<file path="src/hw/pwm_upd_pkg.sv">
// Package with register map, field layout and types of the update control.
package pwm_upd_pkg;

    // Register byte offsets on the Avalon-MM slave.
    localparam logic [5:0] OFS_CTL      = 6'h00;
    localparam logic [5:0] OFS_LOAD     = 6'h04;
    localparam logic [5:0] OFS_CMPA     = 6'h08;
    localparam logic [5:0] OFS_CMPB     = 6'h0C;
    localparam logic [5:0] OFS_GENA     = 6'h10;
    localparam logic [5:0] OFS_GENB     = 6'h14;
    localparam logic [5:0] OFS_SYNC     = 6'h18;
    localparam logic [5:0] OFS_COUNT    = 6'h1C;
    localparam logic [5:0] OFS_STATUS   = 6'h20;

    // Field positions inside generator_control.
    localparam int CTL_ENABLE_BIT = 0;
    localparam int CTL_MODE_BIT   = 1;
    localparam int CTL_LOAD_BIT   = 3;
    localparam int CTL_CMPA_BIT   = 4;
    localparam int CTL_CMPB_BIT   = 5;
    localparam int CTL_GENA_LO    = 6;
    localparam int CTL_GENB_LO    = 8;
    localparam int CTL_WIDTH      = 10;

    // Reset values.
    localparam logic [9:0]  CTL_RESET  = 10'h000;
    localparam logic [15:0] LOAD_RESET = 16'h0000;
    localparam logic [15:0] CMP_RESET  = 16'h0000;
    localparam logic [11:0] GEN_RESET  = 12'h000;

    // Value returned for unmapped addresses.
    localparam logic [31:0] UNMAPPED_DATA = 32'h0000_0000;

    // Update-mode encodings of the two-bit fields.
    localparam logic [1:0] UPD_IMMEDIATE = 2'h0;
    localparam logic [1:0] UPD_LOCAL     = 2'h2;
    localparam logic [1:0] UPD_GLOBAL    = 2'h3;

    // Avalon-MM request from the master.
    typedef struct packed {
        logic [5:0]  address;
        logic        read;
        logic        write;
        logic [3:0]  byteenable;
        logic [31:0] writedata;
    } avm_req_s;

    // Handshake phase of the slave.
    typedef enum logic [0:0] {
        BUS_IDLE,
        BUS_ACK
    } bus_state_e;

endpackage

</file>
<file path="src/hw/pwm_shadow_reg.sv">
// One shadowed register with immediate, local and global update.
`timescale 1ns/1ps
module pwm_shadow_reg
    import pwm_upd_pkg::*;
#(
    parameter int          WIDTH = 16,
    parameter logic [31:0] RST   = 32'h0000_0000
) (
    // Clock and reset.
    input  wire logic             mclk,
    input  wire logic             rst_n,
    // Write side.
    input  wire logic             wr_en,
    input  wire logic [WIDTH-1:0] wr_data,
    input  wire logic [1:0]       upd_mode,
    // Update events.
    input  wire logic             cnt_zero,
    input  wire logic             sync_armed,
    // Results.
    output logic [WIDTH-1:0]      active,
    output logic [WIDTH-1:0]      shadow,
    output logic                  pending
);

    typedef struct packed {
        logic [WIDTH-1:0] shadow;
        logic [WIDTH-1:0] active;
        logic             pending;
    } shadow_state_s;

    shadow_state_s st_ff;
    shadow_state_s nxt_st;

    initial begin
        if (WIDTH < 1 || WIDTH > 32) begin
            $error("pwm_shadow_reg: WIDTH out of range");
        end
    end

    // Immediate writes go straight through; others wait for their zero.
    always_comb begin
        nxt_st = st_ff;
        if (st_ff.pending && cnt_zero &&
            (upd_mode != UPD_GLOBAL || sync_armed)) begin
            nxt_st.active  = st_ff.shadow;
            nxt_st.pending = 1'b0;
        end
        if (wr_en) begin
            nxt_st.shadow = wr_data;
            if (upd_mode == UPD_IMMEDIATE) begin
                nxt_st.active  = wr_data;
                nxt_st.pending = 1'b0;
            end else begin
                nxt_st.pending = 1'b1;
            end
        end
    end

    // State register.
    always_ff @(posedge mclk) begin
        if (!rst_n) begin
            st_ff <= '{shadow: RST[WIDTH-1:0], active: RST[WIDTH-1:0],
                       pending: 1'b0};
        end else begin
            st_ff <= nxt_st;
        end
    end

    assign active  = st_ff.active;
    assign shadow  = st_ff.shadow;
    assign pending = st_ff.pending;

endmodule

</file>
<file path="src/hw/pwm_counter.sv">
// Generator counter that counts down or up/down and flags zero.
`timescale 1ns/1ps
module pwm_counter #(
    parameter int WIDTH = 16
) (
    // Clock and reset.
    input  wire logic             mclk,
    input  wire logic             rst_n,
    // Control.
    input  wire logic             enable,
    input  wire logic             up_down,
    input  wire logic [WIDTH-1:0] load,
    // Status.
    output logic [WIDTH-1:0]      count,
    output logic                  cnt_zero
);

    typedef struct packed {
        logic [WIDTH-1:0] count;
        logic             going_up;
    } cnt_state_s;

    cnt_state_s st_ff;
    cnt_state_s nxt_st;

    initial begin
        if (WIDTH < 2 || WIDTH > 32) begin
            $error("pwm_counter: WIDTH out of range");
        end
    end

    // Down mode wraps to load; up/down mode turns round at load and zero.
    always_comb begin
        nxt_st = st_ff;
        if (enable) begin
            if (!up_down) begin
                nxt_st.going_up = 1'b0;
                nxt_st.count = (st_ff.count == '0) ? load
                             : st_ff.count - 1'b1;
            end else if (st_ff.going_up) begin
                if (st_ff.count >= load) begin
                    nxt_st.going_up = 1'b0;
                    nxt_st.count = (load == '0) ? '0 : load - 1'b1;
                end else begin
                    nxt_st.count = st_ff.count + 1'b1;
                end
            end else begin
                if (st_ff.count == '0) begin
                    nxt_st.going_up = (load != '0);
                    nxt_st.count = (load == '0) ? '0
                                 : {{(WIDTH-1){1'b0}}, 1'b1};
                end else begin
                    nxt_st.count = st_ff.count - 1'b1;
                end
            end
        end
    end

    // State register.
    always_ff @(posedge mclk) begin
        if (!rst_n) begin
            st_ff <= '0;
        end else begin
            st_ff <= nxt_st;
        end
    end

    assign count    = st_ff.count;
    assign cnt_zero = enable && (st_ff.count == '0);

endmodule

</file>
<file path="src/hw/pwm_shadow_update_control.sv">
// Register-update control of one PWM generator behind an Avalon-MM slave.
//
// How it works
// - Bits 9:8 set action B update mode: 0 now, 2 local, 3 global.
// - Bits 7:6 set action A update mode with the same encoding.
// - Mode 0 applies an action write to the generator at once.
// - Mode 2 holds the write and applies it at the next zero.
// - Mode 3 applies the held write at first zero after global request.
// - Bit 4 clear: compare A at next zero; set: after global request.
// - Bit 5 does the same for compare B.
// - Bit 3 does the same for the load value.
// - All update-mode fields reset to zero.
// - Zero comes from a down or up/down counter chosen by the mode bit.
`timescale 1ns/1ps
module pwm_shadow_update_control
    import pwm_upd_pkg::*;
#(
    parameter int CNT_WIDTH = 16,
    parameter int ACT_WIDTH = 12
) (
    // Clock and reset.
    input  wire logic                 mclk,
    input  wire logic                 rst_n,
    // Avalon-MM slave.
    input  wire logic [5:0]           avs_address,
    input  wire logic                 avs_read,
    input  wire logic                 avs_write,
    input  wire logic [3:0]           avs_byteenable,
    input  wire logic [31:0]          avs_writedata,
    output logic [31:0]               avs_readdata,
    output logic                      avs_waitrequest,
    // Values in force at the generator.
    output logic [ACT_WIDTH-1:0]      output_action_a,
    output logic [ACT_WIDTH-1:0]      output_action_b,
    output logic [CNT_WIDTH-1:0]      compare_a,
    output logic [CNT_WIDTH-1:0]      compare_b,
    output logic [CNT_WIDTH-1:0]      counter_value,
    output logic                      counter_zero
);

    initial begin
        if (CNT_WIDTH < 2 || CNT_WIDTH > 16 || ACT_WIDTH < 1 ||
            ACT_WIDTH > 12) begin
            $error("pwm_shadow_update_control: width out of range");
        end
    end

    // Whole module state.
    typedef struct packed {
        bus_state_e  bus;
        logic [31:0] rdata;
        logic [9:0]  ctl;
        logic        sync_armed;
    } top_state_s;

    top_state_s st_ff;
    top_state_s nxt_st;

    avm_req_s req;
    logic     access;
    logic     wr_hit;
    logic     wr_load;
    logic     wr_cmpa;
    logic     wr_cmpb;
    logic     wr_gena;
    logic     wr_genb;
    logic     wr_sync;
    logic     cnt_zero;
    logic     any_global_done;

    logic [1:0] mode_load;
    logic [1:0] mode_cmpa;
    logic [1:0] mode_cmpb;
    logic [1:0] mode_gena;
    logic [1:0] mode_genb;

    logic [CNT_WIDTH-1:0] load_act;
    logic [CNT_WIDTH-1:0] load_sh;
    logic [CNT_WIDTH-1:0] cmpa_sh;
    logic [CNT_WIDTH-1:0] cmpb_sh;
    logic [ACT_WIDTH-1:0] gena_sh;
    logic [ACT_WIDTH-1:0] genb_sh;
    logic [4:0]           pend;

    // Maps a single mode bit onto the two-bit encoding.
    function automatic logic [1:0] bit_mode(input logic sel);
        bit_mode = sel ? UPD_GLOBAL : UPD_LOCAL;
    endfunction

    // Merges write data into a register under the byte enables.
    function automatic logic [31:0] merge(input logic [31:0] old,
                                          input logic [31:0] wd,
                                          input logic [3:0]  be);
        logic [31:0] r;
        r = old;
        for (int i = 0; i < 4; i++) begin
            if (be[i]) begin
                r[i*8 +: 8] = wd[i*8 +: 8];
            end
        end
        merge = r;
    endfunction

    // Request bundle and one-cycle acknowledge decode.
    always_comb begin
        req.address    = avs_address;
        req.read       = avs_read;
        req.write      = avs_write;
        req.byteenable = avs_byteenable;
        req.writedata  = avs_writedata;
    end

    assign access  = st_ff.bus == BUS_IDLE && (req.read || req.write);
    assign wr_hit  = access && req.write;
    assign wr_load = wr_hit && req.address == OFS_LOAD;
    assign wr_cmpa = wr_hit && req.address == OFS_CMPA;
    assign wr_cmpb = wr_hit && req.address == OFS_CMPB;
    assign wr_gena = wr_hit && req.address == OFS_GENA;
    assign wr_genb = wr_hit && req.address == OFS_GENB;
    assign wr_sync = wr_hit && req.address == OFS_SYNC &&
                     req.byteenable[0] && req.writedata[0];

    // Mode selection for each shadowed register.
    assign mode_gena = st_ff.ctl[CTL_GENA_LO +: 2];
    assign mode_genb = st_ff.ctl[CTL_GENB_LO +: 2];
    assign mode_cmpa = bit_mode(st_ff.ctl[CTL_CMPA_BIT]);
    assign mode_cmpb = bit_mode(st_ff.ctl[CTL_CMPB_BIT]);
    assign mode_load = bit_mode(st_ff.ctl[CTL_LOAD_BIT]);

    // Registers that waited for a global request and apply now.
    assign any_global_done = st_ff.sync_armed && cnt_zero;

    // Generator counter supplying the zero event.
    pwm_counter #(
        .WIDTH (CNT_WIDTH)
    ) u_counter (
        .mclk     (mclk),
        .rst_n    (rst_n),
        .enable   (st_ff.ctl[CTL_ENABLE_BIT]),
        .up_down  (st_ff.ctl[CTL_MODE_BIT]),
        .load     (load_act),
        .count    (counter_value),
        .cnt_zero (cnt_zero)
    );

    // Load value shadow.
    pwm_shadow_reg #(.WIDTH(CNT_WIDTH), .RST({16'h0000, LOAD_RESET})) u_load (
        .mclk       (mclk),
        .rst_n      (rst_n),
        .wr_en      (wr_load),
        .wr_data    (req.writedata[CNT_WIDTH-1:0]),
        .upd_mode   (mode_load),
        .cnt_zero   (cnt_zero),
        .sync_armed (st_ff.sync_armed),
        .active     (load_act),
        .shadow     (load_sh),
        .pending    (pend[0])
    );

    // Comparator A shadow.
    pwm_shadow_reg #(.WIDTH(CNT_WIDTH), .RST({16'h0000, CMP_RESET})) u_cmpa (
        .mclk       (mclk),
        .rst_n      (rst_n),
        .wr_en      (wr_cmpa),
        .wr_data    (req.writedata[CNT_WIDTH-1:0]),
        .upd_mode   (mode_cmpa),
        .cnt_zero   (cnt_zero),
        .sync_armed (st_ff.sync_armed),
        .active     (compare_a),
        .shadow     (cmpa_sh),
        .pending    (pend[1])
    );

    // Comparator B shadow.
    pwm_shadow_reg #(.WIDTH(CNT_WIDTH), .RST({16'h0000, CMP_RESET})) u_cmpb (
        .mclk       (mclk),
        .rst_n      (rst_n),
        .wr_en      (wr_cmpb),
        .wr_data    (req.writedata[CNT_WIDTH-1:0]),
        .upd_mode   (mode_cmpb),
        .cnt_zero   (cnt_zero),
        .sync_armed (st_ff.sync_armed),
        .active     (compare_b),
        .shadow     (cmpb_sh),
        .pending    (pend[2])
    );

    // Output action A shadow.
    pwm_shadow_reg #(.WIDTH(ACT_WIDTH), .RST({20'h0_0000, GEN_RESET})) u_gena (
        .mclk       (mclk),
        .rst_n      (rst_n),
        .wr_en      (wr_gena),
        .wr_data    (req.writedata[ACT_WIDTH-1:0]),
        .upd_mode   (mode_gena),
        .cnt_zero   (cnt_zero),
        .sync_armed (st_ff.sync_armed),
        .active     (output_action_a),
        .shadow     (gena_sh),
        .pending    (pend[3])
    );

    // Output action B shadow.
    pwm_shadow_reg #(.WIDTH(ACT_WIDTH), .RST({20'h0_0000, GEN_RESET})) u_genb (
        .mclk       (mclk),
        .rst_n      (rst_n),
        .wr_en      (wr_genb),
        .wr_data    (req.writedata[ACT_WIDTH-1:0]),
        .upd_mode   (mode_genb),
        .cnt_zero   (cnt_zero),
        .sync_armed (st_ff.sync_armed),
        .active     (output_action_b),
        .shadow     (genb_sh),
        .pending    (pend[4])
    );

    // Bus handshake, control register, read mux and global request flag.
    always_comb begin
        logic [31:0] ctl_word;
        ctl_word = 32'h0000_0000;
        nxt_st = st_ff;
        nxt_st.bus = access ? BUS_ACK : BUS_IDLE;
        ctl_word = merge({22'h00_0000, st_ff.ctl}, req.writedata,
                         req.byteenable);
        if (wr_hit && req.address == OFS_CTL) begin
            nxt_st.ctl = ctl_word[CTL_WIDTH-1:0];
        end
        // A request set in the same cycle as consumption stays armed.
        if (any_global_done) begin
            nxt_st.sync_armed = 1'b0;
        end
        if (wr_sync) begin
            nxt_st.sync_armed = 1'b1;
        end
        if (access && req.read) begin
            case (req.address)
                OFS_CTL:    nxt_st.rdata = {22'h00_0000, st_ff.ctl};
                OFS_LOAD:   nxt_st.rdata = 32'(load_sh);
                OFS_CMPA:   nxt_st.rdata = 32'(cmpa_sh);
                OFS_CMPB:   nxt_st.rdata = 32'(cmpb_sh);
                OFS_GENA:   nxt_st.rdata = 32'(gena_sh);
                OFS_GENB:   nxt_st.rdata = 32'(genb_sh);
                OFS_SYNC:   nxt_st.rdata = {31'h0000_0000, st_ff.sync_armed};
                OFS_COUNT:  nxt_st.rdata = 32'(counter_value);
                OFS_STATUS: nxt_st.rdata = {27'h000_0000, pend};
                default:    nxt_st.rdata = UNMAPPED_DATA;
            endcase
        end
    end

    // State register; every mode field clears on reset.
    always_ff @(posedge mclk) begin
        if (!rst_n) begin
            st_ff.bus        <= BUS_IDLE;
            st_ff.rdata      <= 32'h0000_0000;
            st_ff.ctl        <= CTL_RESET;
            st_ff.sync_armed <= 1'b0;
        end else begin
            st_ff <= nxt_st;
        end
    end

    assign avs_readdata    = st_ff.rdata;
    assign avs_waitrequest = !(st_ff.bus == BUS_ACK);
    assign counter_zero    = cnt_zero;

endmodule

</file>
<file path="config.mk">
export PLATFORM = sky130hd
export DESIGN_NAME = pwm_shadow_update_control
export DESIGN_NICKNAME = d
export VERILOG_FILES = /design/src/hw/pwm_upd_pkg.sv /design/src/hw/pwm_shadow_reg.sv /design/src/hw/pwm_counter.sv /design/src/hw/pwm_shadow_update_control.sv
export SDC_FILE = /design/constraint.sdc
export NUM_CORES = 1
export LEC_CHECK = 0
export ABC_AREA = 1
export ABC_CLOCK_PERIOD_IN_PS = 2300
export BUFFER_PORTS_ARGS = -buffer_cell sky130_fd_sc_hd__buf_2
export CORE_ASPECT_RATIO = 1.4
export CORE_MARGIN = 1
export CORE_UTILIZATION = 25
export DETAILED_ROUTE_END_ITERATION = 12
export GPL_ROUTABILITY_DRIVEN = 0
export HOLD_SLACK_MARGIN = 0.1
export SYNTH_ARGS = -nofsm -noshare
export SYNTH_HDL_FRONTEND = slang
export SYNTH_SLANG_ARGS = --single-unit
</file>
<file path="constraint.sdc">
create_clock -name mclk -period 2.3 [get_ports mclk]
set_clock_uncertainty 0.1 [all_clocks]
set_input_delay 0.23 -clock mclk [delete_from_list [all_inputs] [get_ports mclk]]
set_output_delay 0.23 -clock mclk [all_outputs]
set_load 0.005 [all_outputs]
</file>
==> impl_metrics.yaml, run 1 <==
power:
  combPwrFrac: 0.045
  swShare: 0.2593
  clockPowerShare: 0.448
  intPower_mw: 4.933
  p_total_mw: 6.660
  vdd_drop_max_uv: 558.8
  seqPwrFrac: 0.507
  power.leakage_nw: 5.660
  power.switching_mw: 1.727
  power.density_nw_per_um2: 524.8
clock_network:
  cts_tree: "built"
  cts.clk_slew.worst_paths_ns: 0.08
  h-tree-depth: 4
  clock_latency_ns: 0.45
  clock_path_buffers: 2
  cts.sinks: 194
  cts_buffers: 17
  clock-root-buffer: "clkbuf_16"
final_layout:
  drive_gt1_frac: 0.1749
  regArea_um2: 3889
  final_cell_count_no_fill: 2232
  finalCoreUtilization: 0.3134
  diodes: 0
  fill_cells: 4411
  syn2layout_area_growth_pct: 23.19
  nets: 1752
  multi_input_area_um2: 5214
critical_path:
  startpoint: "u_counter.count[1]$_SDFFE_PN0P_"
  rr_startpoint: "u_counter.count[1]$_SDFFE_PN0P_"
  worstPathCellList: "inv_2 > ha_4 > inv_2 > nor2_2 > nand3_1 > nor2_2 > nand2_4 > nor2_8 > buf_12 > buf_6"
  cpPeakStageDelay_ns: 0.35
  criticalPathCategory: "reg2out"
  cp_data_arrival_time_ns: 1.92
  cp_slowest_cell: "dfxtp_2"
  cp_max_fo: 3
  crit_path_start_kind: "flip-flop"
  crit_family: "simple AND/OR/NAND/NOR gates"
  path_buf_inv: 4
  endpoint_kind: "output pin"
  worstPathRequired_ns: 1.97
timing:
  period_share: 0.9763
  hold_viol: 0
  whs_ns: 0.1280
  totalNegativeSetupSlack_ns: 0
  finalSetupViolations: 0
  drv_slew: 0
  max_freq_ghz: 0.4453
  rsz0062_at_grt: "no"
  period_minus_slack_ns: 2.246
  slew_headroom: 0.5323
  worst_pin_slew_ns: 0.7008
floorplan:
  die-area_um2: 42030
  core_um2: 40490
  dieHeight_um: 242.2
  placementRows: 87
  die_w_um: 173.6
  initial_core_util: 0.2544
  io_pins: 152
routing:
  drt-pass1-iter-count: 5
  routedWlPerCell_um: 16.96
  drc: 0
  drt_iter0_markers: 790
  viasPerCell: 4.794
  drt-total-wl_mm: 37.84
  vias: 10700
  postRouteAntennaNets: 0
global_route:
  antenna_found_initial: 0
  grtUsageTotal: 0.1770
  gr-total-overflow: 0
  grt_pass1_vias: 10230
  grt_max_degree: 51
  grt_pass1_wl_mm: 57.26
synthesis:
  synth-seq-cells: 194
  avgSynthCellArea_um2: 6.737
  synth_cell_type_count: 41
  synth-seq-area-share: 0.3770
  yosysWarnings: 0
  synthCells: 1529
  syn-cell-area_um2: 10300
status:
  status: "finished clean"
hold_path:
  hold_path_class: "in2reg"
  hp-start: "avs_write"
place:
  hpwlAfterDp_mm: 29.58
  io_buffers: 117
  placed_cells: 2175
job:
  max_cap_violations: 0
## layout by cell type, fill, tap and decap left out, types with 20 or more instances in the layout
cell type / n
a21oi_1: 157
buf_2: 115
buf_4: 96
dfxtp_1: 190
dlygate4sd3_1: 20
inv_1: 160
nand2_1: 262
nand3_1: 98
nor2_1: 188
o21ai_0: 151
o21ai_1: 29
o22ai_1: 30
## sequential cells by signal, indices dropped and copies added (netlist names), 16 cells and up
name / flops
avs_readdata: 16
u_cmpa.active: 16
u_cmpa.shadow: 16
u_cmpb.active: 16
u_cmpb.shadow: 16
u_counter.count: 16
u_load.active: 16
u_load.shadow: 16
## cells by family (layout without fill, tap and decap cells)
group / after synthesis / in the layout / share of synthesized area
compound gates: 401 / 401 / 0.2056
fa+ha+maj: 21 / 21 / 0.02551
simple gates: 600 / 600 / 0.2466
flops: 194 / 194 / 0.3770
xor+xnor: 19 / 19 / 0.01615
buf+inv: 293 / 447 / 0.1287
other cells: 1 / 16 / 0.0003640
## layout make-up
cell class                      count  area share
Inverter                          173     0.05186
Clock inverter                     14     0.01134
Sequential cell                   194      0.3064
Clock buffer                       18     0.03461
Multi-Input combinational cell   1057      0.4109
Timing Repair inverter              1   0.0005916
Tap cell                          534     0.05265
Timing Repair Buffer              241      0.1316
## cell usage after synthesis
cell / instances / area [um^2]
ha_1: 21 / 262.8
buf_4: 51 / 382.9
a21oi_1: 159 / 795.8
nor2_4: 2 / 22.52
nor2_1: 191 / 716.9
o211ai_1: 12 / 90.09
nor3_1: 6 / 30.03
o22ai_1: 30 / 187.7
inv_1: 164 / 615.6
a22oi_1: 2 / 15.01
clkinv_2: 1 / 5.000
and3_1: 1 / 6.260
o221ai_1: 1 / 8.760
nand2_4: 3 / 33.78
nand4_1: 18 / 112.6
buf_2: 15 / 75.07
o31ai_2: 1 / 12.51
nand2_2: 2 / 12.51
conb_1: 1 / 3.750
inv_2: 5 / 18.77
buf_6: 2 / 22.52
o21ai_1: 29 / 145.1
o21ai_0: 151 / 755.7
nor2_2: 6 / 37.54
nand3b_1: 2 / 15.01
nand2_1: 266 / 998.5
clkbuf_1: 51 / 191.4
clkinv_1: 3 / 11.26
nor3_2: 1 / 10.01
xor2_1: 18 / 157.7
nand3_2: 1 / 10.01
o31ai_1: 2 / 15.01
buf_1: 1 / 3.750
a211oi_1: 4 / 30.03
nor2_8: 1 / 20.02
and2_1: 1 / 6.260
a31oi_1: 10 / 62.56
dfxtp_1: 194 / 3884
nand3_4: 1 / 17.52
nand3_1: 98 / 490.5
xnor2_1: 1 / 8.760
## power groups by stage
stage / Clock (mW) / Combinational (mW) / Sequential [mW]
after floorplan: 0 / 0.152 / 3.45
after global routing: 3.16 / 0.323 / 3.38
after CTS: 3.01 / 0.295 / 3.38
final: 2.98 / 0.302 / 3.38
after detailed placement: 0 / 0.268 / 3.46
after global placement: 0 / 0.265 / 3.46
## metal layers
| metal | vias to the layer above | GRT usage | share of wire |
|---|---|---|---|
| met2 | 409 | 0.3103 | 0.49 |
| met4 | 0 | 0.1335 | 0.068 |
| li1 | 5286 | - | - |
| met3 | 120 | 0.02134 | 0.045 |
| met5 | - | 0 | 0 |
| met1 | 4886 | 0.1948 | 0.39 |
## stage by stage
stage               instance area [um^2]  worst slack, ns
finish                             12690          0.05448
global route                       12690         0.004664
detailed placement                 11780        -0.004907
CTS                                12570         0.008353
global placement                   11780         -0.02422
floorplan                          10360          0.08370
## worst reg2reg max path: cells and delay by family, from the launching register on
| kind | cells | cell delay, ns |
|---|---|---|
| fa+ha+maj | 1 | 0.13 |
| simple gates | 6 | 0.70 |
| compound gates | 2 | 0.24 |
| flops | 1 | 0.35 |
| buf+inv | 5 | 0.61 |
## worst paths after layout
path                               endpoint  slack [ns]  depth (start not counted)
max reg2reg  u_load.active[15]$_SDFFE_PN0P_        0.10                         14
min                    st_ff[43]$_SDFF_PN0_        0.13                          5
min reg2reg     u_cmpa.pending$_SDFFE_PN0P_        0.36                          2
max                            counter_zero        0.05                         10
## what timing repair did
action	4_1_cts	5_1_grt
cloned	0	1
setup endpoints to repair	1	55
buffers inserted	1	3
gates resized for setup	4	25
hold buffers	20	0
hold endpoints to repair	60	0
pin swaps	2	7
No activity file was read; power rests on OpenSTA's default activity.
==> run 2: changes to the inputs <==
--- a/config.mk
+++ b/config.mk
@@ -6,7 +6,6 @@
 export NUM_CORES = 1
 export LEC_CHECK = 0
 export ABC_AREA = 1
-export ABC_CLOCK_PERIOD_IN_PS = 2300
 export BUFFER_PORTS_ARGS = -buffer_cell sky130_fd_sc_hd__buf_2
 export CORE_ASPECT_RATIO = 1.4
 export CORE_MARGIN = 1
@@ -14,6 +13,7 @@
 export DETAILED_ROUTE_END_ITERATION = 12
 export GPL_ROUTABILITY_DRIVEN = 0
 export HOLD_SLACK_MARGIN = 0.1
+export SETUP_SLACK_MARGIN = 0.4
 export SYNTH_ARGS = -nofsm -noshare
 export SYNTH_HDL_FRONTEND = slang
 export SYNTH_SLANG_ARGS = --single-unit
==> impl_metrics.yaml, run 2 (synthesis gave the netlist of run 1 again) <==
status:
  status: "finished clean"
critical_path:
  path_buf_inv: 3
  worstPathCellList: "inv_4 > ha_4 > inv_4 > nor2_4 > nand3_2 > nor2_4 > nand2_4 > nor2_8 > buf_6"
  rr_startpoint: "u_counter.count[0]$_SDFFE_PN0P_"
  cp_data_arrival_time_ns: 1.75
  criticalPathCategory: "reg2out"
  cp_max_fo: 4
  cp_slowest_cell: "dfxtp_2"
  cpPeakStageDelay_ns: 0.34
  worstPathRequired_ns: 1.97
  crit_path_start_kind: "flip-flop"
  startpoint: "u_counter.count[0]$_SDFFE_PN0P_"
  endpoint_kind: "output pin"
  crit_family: "simple AND/OR/NAND/NOR gates"
final_layout:
  final_cell_count_no_fill: 2247
  finalCoreUtilization: 0.3441
  final_cell_mix: "nand2_1 (237), dfxtp_1 (173), nor2_1 (157)"
  drive_gt1_frac: 0.2901
  layout_commonest_cell: "nand2_1"
  fill_cells: 4229
  diodes: 0
  finalInstanceArea_um2: 13930
  nets: 1767
  syn2layout_area_growth_pct: 35.26
timing:
  period_minus_slack_ns: 2.084
  finalSetupViolations: 0
  whs_ns: 0.1491
  rsz0062_at_grt: "yes"
  hold_viol: 0
  slew_headroom: 0.4658
  drv_slew: 0
  max_freq_ghz: 0.4797
  period_share: 0.9063
  totalNegativeSetupSlack_ns: 0
  finalWorstSetupSlack_ns: 0.2155
  worst_pin_slew_ns: 0.8012
routing:
  vias: 10990
  viasPerCell: 4.889
  routedWlPerCell_um: 17.78
  postRouteAntennaNets: 0
  drt_iter0_markers: 861
  drc: 0
  drt-pass1-iter-count: 6
  drt-total-wl_mm: 39.95
place:
  pre_cts_ws_ns: 0.09441
  hpwlAfterDp_mm: 28.90
  placed_cells: 2155
  place_area_um2: 11620
  io_buffers: 117
floorplan:
  placementRows: 87
  core_um2: 40490
  dieHeight_um: 242.2
  die-area_um2: 42030
  initial_core_util: 0.2544
  io_pins: 152
  die_w_um: 173.6
global_route:
  gr-total-overflow: 0
  grtUsageTotal: 0.1859
  grt_pass1_vias: 10460
  grt_max_degree: 108
  grt_pass1_wl_mm: 60.11
  antenna_found_initial: 0
hold_path:
  hp-start: "avs_write"
  hold_path_class: "in2reg"
clock_network:
  cts_buffers: 17
  clock-root-buffer: "clkbuf_16"
  clock_path_buffers: 2
  cts.clk_slew.worst_paths_ns: 0.07
  cts.sinks: 194
  cts_tree: "built"
  clock_latency_ns: 0.46
  h-tree-depth: 4
job:
  max_cap_violations: 0
power:
  p_total_mw: 6.718
  vdd_drop_max_uv: 556.1
  power.density_nw_per_um2: 482.1
  power.leakage_nw: 5.821
[run 2: cell count changes in the layout (fill, tap and decap cells not counted), sizes merged]
cell | before | now
buf | 221 | 226
bufinv | 0 | 2
clkbuf | 18 | 21
clkinv | 9 | 13
clkinvlp | 4 | 6
dlygate4sd3 | 20 | 19
inv | 175 | 171
nand2 | 271 | 272
nand3 | 100 | 103
[run 2: worst paths after layout]
check                           cells past startpoint                       endpoint  slack (ns)
worst max-delay path                                9                   counter_zero        0.22
worst min-delay path                                5           st_ff[43]$_SDFF_PN0_        0.15
worst max register to register                     13  u_load.active[8]$_SDFFE_PN0P_        0.23
worst min register to register                      2  u_load.active[3]$_SDFFE_PN0P_        0.37
[run 2: timing repair]
action / in CTS / in global routing
resized for setup: 129 / 197
setup buffers: 18 / 9
cloned: 9 / 5
endpoints found under the hold margin: 63 / 0
hold buffers: 19 / 0
endpoints found under the setup margin: 147 / 127
pin swaps: 33 / 42
[run 2: worst register-to-register path, stage by stage, from the launching register on]
cell and delay, ns:
dfxtp_2 0.34, inv_4 0.07, ha_4 0.14, inv_4 0.04, nor2_4 0.09, nand3_2 0.09, nor2_4 0.11, nand2_4 0.10
nor2_8 0.19, buf_6 0.14, buf_6 0.10, nand2_8 0.10, buf_12 0.19, a211oi_2 0.19
[run 2: where the power goes]
| part | internal (mW) | switching, mW |
|---|---|---|
| logic | 0.0997 | 0.219 |
| clock network | 1.64 | 1.39 |
| registers | 3.36 | 0.0117 |
| total | 5.10 | 1.62 |
[run 2: final cells by class]
class                      count  area (um^2)  share of cell area
timing repair inverter         8        108.9            0.007812
clock inverter                11        127.6            0.009159
timing repair buffer         245         1762              0.1264
tap                          534        668.1             0.04795
multi-input combinational   1061         6173              0.4431
clock buffer                  21        450.4             0.03233
sequential                   194         3930              0.2821
inverter                     173        713.2             0.05119
[run 2: per-layer routing]
metal | vias to the layer above | GRT usage | routed length, um
met2 | 434 | 0.3292 | 20020
met1 | 5081 | 0.2053 | 15510
met4 | 0 | 0.1291 | 2657
li1 | 5341 | - | -
met3 | 129 | 0.02338 | 1757
met5 | - | 0 | 0
==> run 3: changes to the inputs <==
--- a/config.mk
+++ b/config.mk
@@ -12,7 +12,7 @@
 export CORE_UTILIZATION = 25
 export DETAILED_ROUTE_END_ITERATION = 12
 export GPL_ROUTABILITY_DRIVEN = 0
-export HOLD_SLACK_MARGIN = 0.1
+export HOLD_SLACK_MARGIN = 0.15
 export SETUP_SLACK_MARGIN = 0.4
 export SYNTH_ARGS = -nofsm -noshare
 export SYNTH_HDL_FRONTEND = slang
==> impl_metrics.yaml, run 3 (synthesis gave the netlist of run 1 again) <==
status:
  status: "finished clean"
final_layout:
  finalCoreUtilization: 0.3450
  drive_gt1_frac: 0.2902
  diodes: 0
  layout_commonest_cell: "nand2_1"
  finalInstanceArea_um2: 13970
  syn2layout_area_growth_pct: 35.62
  nets: 1770
  final_cell_count_no_fill: 2250
  final_cell_mix: "nand2_1 (237), dfxtp_1 (173), nor2_1 (157)"
critical_path:
  worstPathRequired_ns: 1.97
  crit_path_start_kind: "flip-flop"
  criticalPathCategory: "reg2out"
  cp_max_fo: 4
  crit_family: "simple AND/OR/NAND/NOR gates"
  cp_slowest_cell: "dfxtp_2"
  cp_data_arrival_time_ns: 1.77
  path_buf_inv: 3
  cpPeakStageDelay_ns: 0.34
  worstPathCellList: "inv_4 > ha_4 > inv_4 > nor2_4 > nand3_2 > nor2_4 > nand2_4 > nor2_8 > buf_6"
  endpoint_kind: "output pin"
routing:
  vias: 11000
  viasPerCell: 4.887
  drt-pass1-iter-count: 5
  routedWlPerCell_um: 17.76
  drt_iter0_markers: 783
  drc: 0
  drt-total-wl_mm: 39.95
  postRouteAntennaNets: 0
power:
  power.leakage_nw: 5.836
  vdd_drop_max_uv: 559.7
  power.density_nw_per_um2: 481.7
clock_network:
  cts_tree: "built"
  cts_buffers: 17
  clock-root-buffer: "clkbuf_16"
  h-tree-depth: 4
  clock_path_buffers: 2
  cts.clk_slew.worst_paths_ns: 0.07
  clock_latency_ns: 0.47
  cts.sinks: 194
place:
  io_buffers: 117
  hpwlAfterDp_mm: 28.90
  place_area_um2: 11620
  placed_cells: 2155
timing:
  whs_ns: 0.2173
  period_minus_slack_ns: 2.095
  totalNegativeSetupSlack_ns: 0
  slew_headroom: 0.4606
  hold_viol: 0
  max_freq_ghz: 0.4772
  rsz0062_at_grt: "yes"
  worst_pin_slew_ns: 0.8091
  period_share: 0.9111
  finalSetupViolations: 0
  drv_slew: 0
hold_path:
  hold_path_class: "in2reg"
floorplan:
  die_w_um: 173.6
  core_um2: 40490
  io_pins: 152
  dieHeight_um: 242.2
  die-area_um2: 42030
  placementRows: 87
  initial_core_util: 0.2544
global_route:
  grtUsageTotal: 0.1859
  antenna_found_initial: 0
  grt_max_degree: 108
  grt_pass1_wl_mm: 60.12
  gr-total-overflow: 0
  grt_pass1_vias: 10510
job:
  max_cap_violations: 0
==> run 3: cell types whose count changed in the layout (fill, tap and decap cells not counted), sizes merged <==
cell and change:
dlygate4sd3 +3
==> run 3: layout make-up <==
cell class,count,area (um^2)
Tap cell,534,668.1
Clock inverter,11,127.6
Clock buffer,21,450.4
Timing Repair Buffer,248,1795
Sequential cell,194,3930
Timing Repair inverter,8,108.9
Inverter,173,713.2
Multi-Input combinational cell,1061,6177
Fill cell,4229,26520
==> run 3: metrics by stage <==
step	power [mW]	setup WS, ns
6_report	6.729	0.2045
5_1_grt	6.911	0.1397
4_1_cts	6.749	0.2273
3_5_place_dp	3.719	0.09441
3_3_place_gp	3.718	0.09125
2_1_floorplan	3.605	0.3199
==> run 3: path summary, 6_finish.rpt <==
path | start | endpoint | slack (ns) | depth (start not counted)
max | u_counter.count[0]$_SDFFE_PN0P_ | counter_zero | 0.20 | 9
max reg2reg | u_counter.count[0]$_SDFFE_PN0P_ | u_load.active[8]$_SDFFE_PN0P_ | 0.23 | 13
min | rst_n | u_cmpa.active[6]$_SDFFE_PN0P_ | 0.22 | 4
min reg2reg | avs_readdata[13]$_SDFFE_PN0P_ | avs_readdata[13]$_SDFFE_PN0P_ | 0.37 | 2
==> run 3: where the power goes <==
group,total (mW),switching [mW],internal (mW)
Sequential,3.37,0.0116,3.36
Combinational,0.322,0.220,0.102
Clock,3.04,1.40,1.64
==> run 3: what timing repair did <==
item | in CTS | in global routing
pin swaps | 33 | 43
gates cloned | 9 | 5
resized for setup | 129 | 201
endpoints found under the setup margin | 147 | 129
hold buffers | 22 | 0
hold endpoints to repair | 97 | 0
buffers inserted | 18 | 9
==> run 3: worst reg2reg max path: cells and delay by family, from the launching register on <==
family	cells	cell delay, ns
compound gates	1	0.19
fa+ha+maj	1	0.14
buf+inv	5	0.54
flops	1	0.34
simple gates	6	0.69
==> run 3: layer usage <==
layer | part of all wire | global-route usage
met4 | 0.070 | 0.1382
met2 | 0.50 | 0.3255
met3 | 0.045 | 0.02448
met1 | 0.39 | 0.2041
met5 | 0 | 0
